File: src/hdl/mfiw_defs.svh
// Purpose: named constants for the multi-function interrupt and wake-up block
// Assumes: included by bare name from the design files
// Notes: definitions only
`ifndef MFIW_DEFS_SVH
`define MFIW_DEFS_SVH
`define MFIW_RST_LOW 1'h0
`define MFIW_RST_HIGH 1'h1
`define MFIW_UART_COND_W 6
`define MFIW_UART_COND_NONE 6'h00
`define MFIW_PC_W 13
`define MFIW_PC_ZERO 13'h0000
`define MFIW_VEC_ADDR 13'h0014
`endif

File: src/hdl/mfiw_pkg.sv
// Purpose: types for the multi-function interrupt and wake-up block
// Assumes: nothing
// Notes: one sequencer state enum
package mfiw_pkg;
  typedef enum logic [1:0] {
    MFIW_RUN,
    MFIW_SERVICE,
    MFIW_RETURN
  } mfiw_state_type;
endpackage

File: src/hdl/mfiw_irq_core.sv
// Purpose: SPI and UART multi-function interrupt path with wake-up
// Assumes: core strobes are single-cycle pulses on clk_i
// Notes: low-power state is a level from the core
//
// What this block does
// RULE_01: SPI byte done sets the SPI request flag.
// RULE_02: vector only with global, source, group enables set and stack not full; source enables gate only the group flag set, not the take.
// RULE_03: global enable clears when servicing begins.
// RULE_04: servicing clears only the group flag; source flags stay set.
// RULE_05: any of six UART conditions raises the UART request.
// RULE_06: UART conditions reach interrupt logic as pulses.
// RULE_07: UART status flags are never cleared by this block.
// RULE_08: any request flag rising wakes from sleep or idle, ignoring enables.
// RULE_09: a flag already high before sleep gives no wake-up.
// RULE_10: a set flag stays set while masked until serviced or cleared.
// RULE_11: entry pushes only the program counter.
// RULE_12: return from interrupt pops and sets global enable again.
// RULE_13: plain return pops and leaves global enable cleared.
// RULE_14: group flag sets when an enabled member flag is set.
`include "mfiw_defs.svh"
module mfiw_irq_core (
  // clock and reset
  input wire logic clk_i,
  input wire logic sys_rst_i,
  // event sources
  input wire logic spi_byte_done_i,
  input wire logic [`MFIW_UART_COND_W-1:0] uart_cond_i,
  // software control
  input wire logic serial_periph_irq_enable_i,
  input wire logic uart_irq_enable_i,
  input wire logic group_irq_enable_i,
  input wire logic global_irq_enable_set_i,
  input wire logic global_irq_enable_clr_i,
  input wire logic serial_periph_flag_set_i,
  input wire logic serial_periph_flag_clr_i,
  input wire logic uart_flag_set_i,
  input wire logic uart_flag_clr_i,
  input wire logic group_flag_clr_i,
  // core side
  input wire logic stack_full_i,
  input wire logic low_power_i,
  input wire logic [`MFIW_PC_W-1:0] pc_i,
  input wire logic return_from_interrupt_i,
  input wire logic plain_return_i,
  // outputs
  output logic serial_periph_req_flag_o,
  output logic uart_req_flag_o,
  output logic group_req_flag_o,
  output logic global_irq_enable_o,
  output logic vector_call_o,
  output logic [`MFIW_PC_W-1:0] vector_addr_o,
  output logic stack_push_o,
  output logic [`MFIW_PC_W-1:0] stack_push_data_o,
  output logic stack_pop_o,
  output logic wakeup_o
);
  // ==========================================================
  // request flags
  logic spi_flag, spi_rise, uart_flag, uart_rise, grp_flag, grp_rise;
  logic [`MFIW_UART_COND_W-1:0] cond_prev_reg;
  logic [`MFIW_UART_COND_W-1:0] cond_pulse;
  logic uart_event, spi_set, uart_set, grp_set, grp_clr, take;
  // RULE_06 condition pulses
  // a held level would retrigger the flag after software clears it
  assign cond_pulse = uart_cond_i & ~cond_prev_reg;
  // RULE_05 six condition OR
  assign uart_event = |cond_pulse;
  always_ff @(posedge clk_i or posedge sys_rst_i) begin
    if (sys_rst_i) begin
      cond_prev_reg <= `MFIW_UART_COND_NONE;
    end else begin
      cond_prev_reg <= uart_cond_i;
    end
  end
  // RULE_01 spi flag set
  assign spi_set = spi_byte_done_i | serial_periph_flag_set_i;
  assign uart_set = uart_event | uart_flag_set_i;
  // RULE_14 group flag set
  // service clear beats the re-set on its own edge; the flag comes back a cycle later
  assign grp_set = ((spi_flag & serial_periph_irq_enable_i) | (uart_flag & uart_irq_enable_i)) & ~take;
  // RULE_04 only group flag cleared
  assign grp_clr = take | group_flag_clr_i;
  // RULE_10 flags hold until cleared
  mfiw_flag_edge u_spi (.clk_i(clk_i), .sys_rst_i(sys_rst_i), .set_i(spi_set),
    .clr_i(serial_periph_flag_clr_i), .flag_o(spi_flag), .rise_o(spi_rise));
  mfiw_flag_edge u_uart (.clk_i(clk_i), .sys_rst_i(sys_rst_i), .set_i(uart_set),
    .clr_i(uart_flag_clr_i), .flag_o(uart_flag), .rise_o(uart_rise));
  mfiw_flag_edge u_grp (.clk_i(clk_i), .sys_rst_i(sys_rst_i), .set_i(grp_set),
    .clr_i(grp_clr), .flag_o(grp_flag), .rise_o(grp_rise));
  // RULE_07 uart status untouched
  // no uart status clear exists here; those flags live in the uart
  // ==========================================================
  // service sequencer
  mfiw_pkg::mfiw_state_type state_reg, state_next;
  logic gie_reg, gie_next, call_reg, push_reg, pop_reg, wake_reg, wake_next;
  logic [`MFIW_PC_W-1:0] push_data_reg;
  logic [`MFIW_PC_W-1:0] vec_addr_reg;
  logic any_ret;
  // RULE_02 take condition
  // a full stack only defers the call; the group flag keeps waiting
  assign take = (state_reg == mfiw_pkg::MFIW_RUN) & gie_reg & group_irq_enable_i & grp_flag & ~stack_full_i;
  assign any_ret = return_from_interrupt_i | plain_return_i;
  always_comb begin
    state_next = state_reg;
    unique case (state_reg)
      mfiw_pkg::MFIW_RUN: begin
        if (take) begin
          state_next = mfiw_pkg::MFIW_SERVICE;
        end
      end
      mfiw_pkg::MFIW_SERVICE: begin
        if (any_ret) begin
          state_next = mfiw_pkg::MFIW_RETURN;
        end
      end
      mfiw_pkg::MFIW_RETURN: begin
        state_next = mfiw_pkg::MFIW_RUN;
      end
      // the spare code falls back to run
      default: begin
        state_next = mfiw_pkg::MFIW_RUN;
      end
    endcase
  end
  // global enable next value
  always_comb begin
    gie_next = gie_reg;
    if (global_irq_enable_set_i) begin
      gie_next = `MFIW_RST_HIGH;
    end
    if (global_irq_enable_clr_i) begin
      gie_next = `MFIW_RST_LOW;
    end
    // RULE_12 return re-enables
    // RULE_13 plain return leaves cleared
    if ((state_reg == mfiw_pkg::MFIW_SERVICE) & return_from_interrupt_i) begin
      gie_next = `MFIW_RST_HIGH;
    end
    // RULE_03 clear on service
    if (take) begin
      gie_next = `MFIW_RST_LOW;
    end
  end
  // RULE_08 wake on any rise
  // RULE_09 only edges seen during low power count
  assign wake_next = low_power_i & (spi_rise | uart_rise | grp_rise);
  // sequencer, enable and pulse registers
  always_ff @(posedge clk_i or posedge sys_rst_i) begin
    if (sys_rst_i) begin
      state_reg <= mfiw_pkg::MFIW_RUN;
      gie_reg <= `MFIW_RST_LOW;
      call_reg <= `MFIW_RST_LOW;
      push_reg <= `MFIW_RST_LOW;
      pop_reg <= `MFIW_RST_LOW;
      wake_reg <= `MFIW_RST_LOW;
      push_data_reg <= `MFIW_PC_ZERO;
      vec_addr_reg <= `MFIW_VEC_ADDR;
    end else begin
      state_reg <= state_next;
      gie_reg <= gie_next;
      call_reg <= take;
      // RULE_11 push pc only
      push_reg <= take;
      pop_reg <= (state_reg == mfiw_pkg::MFIW_SERVICE) & any_ret;
      wake_reg <= wake_next;
      vec_addr_reg <= `MFIW_VEC_ADDR;
      if (take) begin
        push_data_reg <= pc_i;
      end
    end
  end
  // outputs come straight from registers
  assign serial_periph_req_flag_o = spi_flag;
  assign uart_req_flag_o = uart_flag;
  assign group_req_flag_o = grp_flag;
  assign global_irq_enable_o = gie_reg;
  assign vector_call_o = call_reg;
  assign vector_addr_o = vec_addr_reg;
  assign stack_push_o = push_reg;
  assign stack_push_data_o = push_data_reg;
  assign stack_pop_o = pop_reg;
  assign wakeup_o = wake_reg;
endmodule // mfiw_irq_core

File: src/hdl/mfiw_flag_edge.sv
// Purpose: one request flag with set-over-clear and a rise detector
// Assumes: set and clear come from logic on clk_i
// Notes: rise pulse feeds the wake-up path
`include "mfiw_defs.svh"
module mfiw_flag_edge (
  // clock and reset
  input wire logic clk_i,
  input wire logic sys_rst_i,
  // flag control
  input wire logic set_i,
  input wire logic clr_i,
  // flag and its rise
  output logic flag_o,
  output logic rise_o
);
  logic flag_reg;
  logic flag_next;
  logic rise_reg;
  logic rise_next;
  // set wins over a clear in the same cycle
  assign flag_next = set_i | (flag_reg & ~clr_i);
  assign rise_next = flag_next & ~flag_reg;
  // flag and edge state
  always_ff @(posedge clk_i or posedge sys_rst_i) begin
    if (sys_rst_i) begin
      flag_reg <= `MFIW_RST_LOW;
      rise_reg <= `MFIW_RST_LOW;
    end else begin
      flag_reg <= flag_next;
      rise_reg <= rise_next;
    end
  end
  assign flag_o = flag_reg;
  assign rise_o = rise_reg;
endmodule // mfiw_flag_edge

File: config.mk
export PLATFORM = sky130hd
export DESIGN_NAME = mfiw_irq_core
export DESIGN_NICKNAME = d
export VERILOG_FILES = /design/src/hdl/mfiw_pkg.sv /design/src/hdl/mfiw_irq_core.sv /design/src/hdl/mfiw_flag_edge.sv
export VERILOG_INCLUDE_DIRS = /design/src /design/src/hdl
export SDC_FILE = /design/constraint.sdc
export NUM_CORES = 1
export LEC_CHECK = 0
export BUFFER_PORTS_ARGS = -buffer_cell sky130_fd_sc_hd__buf_2
export CAP_MARGIN = 20
export CORE_AREA = 3 3 59 61
export CTS_CLUSTER_DIAMETER = 60
export CTS_CLUSTER_SIZE = 8
export DETAILED_ROUTE_END_ITERATION = 10
export DIE_AREA = 0 0 62 64
export GPL_TIMING_DRIVEN = 0
export PLACE_DENSITY_LB_ADDON = 0.1
export SLEW_MARGIN = 0
export SYNTH_ARGS = -nofsm -noshare
export SYNTH_HDL_FRONTEND = slang
export SYNTH_SLANG_ARGS = --single-unit
File: constraint.sdc
create_clock -name clk_i -period 1.6 [get_ports clk_i]
set_input_delay 0.16 -clock clk_i [delete_from_list [all_inputs] [get_ports clk_i]]
set_output_delay 0.16 -clock clk_i [all_outputs]
set_load 0.1 [all_outputs]
==> flow_summary.json <==
{
  "dr.pass1.iters": 4,
  "ys_ff_latch": 31,
  "finalClockSkew_ns": 0.01190,
  "drt-initial-drc-count": 11,
  "cts_buffers": 5,
  "maxSlewHeadroom_pct": 52.03,
  "wl_per_cell_um": 10.71,
  "dpl.hpwl_um": 1829,
  "die_h_um": 64,
  "post-route-period-util_pct": 96.44,
  "drv_slew": 0,
  "cp-end-kind": "register",
  "grt_max_degree": 21,
  "cts_resized": 0,
  "grt.overflow.total": 0,
  "cts_setup_buffers": 0,
  "leakage_nw": 1.007,
  "rows": 20,
  "tritoncts": "done",
  "p_seq_share_pct": 33.4,
  "antenna_cells": 0,
  "synth_area_sq_mm": 0.001266,
  "synthFlopType": "dfrtp_1",
  "fin_crit_ns": 1.543,
  "worstPathArrival_ns": 1.72,
  "tightest_slew_ns": 0.7014,
  "fillers": 259,
  "rrSetupSlack_ns": 0.13,
  "hold_buffers": 7,
  "ys_seq_area_share_pct": 61.26,
  "numPortBuffers": 56,
  "required_ns": 1.77,
  "routed_via_density": 4.136,
  "synthAdderAreaFrac_pct": 0,
  "fmax_ghz": 0.6481,
  "status": "completed",
  "grt_pass1_wl_um": 3877,
  "power_mw": 2.999,
  "synth_area_leader_cell": "dfrtp_1",
  "power_switching_mw": 1.594,
  "sw_frac_of_total_pct": 53.14,
  "cp-start-kind": "input pin",
  "gp_congestion": 0.6481,
  "fp.dieW_um": 62,
  "clockBufferDepth": 2,
  "yosys.area_share.simple_pct": 8.004,
  "syn_avg_cell_area_sq_um": 13.47,
  "finalHoldViolCount": 0,
  "fin_setup_tns_ns": 0,
  "maxCapViolCount": 0,
  "synth.yosys.warnings": 0,
  "clkTransAtPathRegs_ns": 0.09,
  "die_area_sq_mm": 0.003968,
  "grt_pass1_vias": 943,
  "clock_latency_ns": 0.32,
  "grt_antenna_before_repair": 0,
  "synth_compound_area_share_pct": 5.237,
  "area_growth_pct": 42.00,
  "root_buffer": "clkbuf_4",
  "layout-drive-gt1-share_pct": 53.11,
  "critical_path_class": "in -> reg",
  "synth-xor-area-share_pct": 0,
  "p_comb_share_pct": 52.7,
  "synth_top_family_by_area": "multiplexers",
  "largest_reg_flops": 13,
  "pre_cts_slack_ns": 0.1234,
  "cts_num_sinks": 31,
  "io-pin-count": 70,
  "mostFrequentLayoutCell": "buf_2",
  "synth-edff-count": 0,
  "clkPwrFrac_pct": 13.8,
  "crit_path_max_fanout": 2,
  "rsz0062_at_grt": "false",
  "vdd_ir_drop_max_mv": 1.104,
  "track_usage_pct": 13.54,
  "multi_input_area_sq_um": 385.4,
  "async_flop_share_pct": 100.0,
  "hp-class": "in -> reg",
  "ctsHtreeMaxLevel": 2,
  "regArea_sq_um": 783.3,
  "synth.area.mux_share_pct": 13.34,
  "fin_ws_ns": 0.05701,
  "drt_wl_total_um": 2368,
  "nNetsFinal": 212,
  "antenna_left": 0,
  "core_area_sq_mm": 0.003028,
  "synth_top_area_share_pct": 61.26,
  "final-setup-viol-count": 0,
  "drcViolationCount": 0,
  "power_density_mw_per_mm2": 1668,
  "netlist_instances": 94,
  "yosysUniqueCellTypes": 23,
  "initial_utilization_pct": 41.82,
  "routed-via-count": 914,
  "final_cell_mix": "56 x buf_2, 29 x dfrtp_1, 14 x buf_4",
  "synth_area_leaders": "dfrtp_1 61%, buf_4 8.3%, mux2_4 7.1%",
  "intPower_mw": 1.405
}
[per-stage QoR]
| stage | hold slack [ns] | instances | area (sq um) | utilization (%) |
|---|---|---|---|---|
| 4_1_cts | 0.01124 | 221 | 1798 | 59.38 |
| 3_5_place_dp | 0.2349 | 206 | 1678 | 55.41 |
| 3_3_place_gp | 0.2793 | 205 | 1650 | 54.50 |
| 5_1_grt | 0.003421 | 221 | 1798 | 59.38 |
| 2_1_floorplan | 0.1914 | 105 | 1315 | - |
| 6_report | 0.02428 | 221 | 1798 | 59.38 |
[worst max-delay path, stage by stage]
cell and delay [ns]:
dlygate4sd3_1 0.54, buf_2 0.13, nor2b_1 0.11, a2111oi_0 0.62, a21oi_1 0.16
[power by group through the flow]
stage | Combinational, mW | Sequential [mW] | Clock (mW)
finish | 1.58 | 1.00 | 0.414
global placement | 1.56 | 1.01 | 0
detailed placement | 1.58 | 1.02 | 0
CTS | 1.59 | 1.01 | 0.444
global route | 1.64 | 1.02 | 0.480
floorplan | 0.361 | 2.00 | 0
[cells in the mapped netlist (2+ instances only)]
cell type	instances
conb_1	2
mux2_4	6
mux2_2	7
inv_1	8
nand2b_1	3
buf_4	14
nor2b_1	2
nor2_1	7
dfrtp_1	31
[worst paths after layout]
check,cells after the start,to,startpoint
worst max-delay path,5,u_uart.rise_o,uart_cond_i[1]
worst min-delay path,2,state_reg[0],plain_return_i
worst max register to register,4,stack_push_data_o[6],u_grp.flag_o
worst min register to register,1,wakeup_o,u_spi.rise_o
max in group asynchronous,4,global_irq_enable_o,sys_rst_i
min in group asynchronous,3,cond_prev_reg[1],sys_rst_i
[final cells by class]
type                    instances  area share, %
inverters                       8          1.670
repair buffers                 64          21.02
multi-input cells              51          21.43
clock buffers                   7          2.505
plain buffers                  15          6.472
clock inverters                 1         0.2784
well taps                      44          3.062
flip-flops and latches         31          43.56
[cells by family after synthesis]
kind of cell    after synthesis
mux                          13
other cells                   2
flops                        31
compound gates                9
simple gates                 16
buf+inv                      23
[layer usage]
layer | wire (um) | share of wire (%) | vias up | track usage [%]
met1 | 928 | 39 | 407 | 14.73
met4 | 39 | 1.6 | 0 | 4.775
li1 | - | - | 450 | -
met2 | 1106 | 47 | 52 | 20.85
met3 | 294 | 12 | 5 | 8.687
met5 | 0 | 0 | - | 0
No activity file was read; power rests on OpenSTA's default activity.
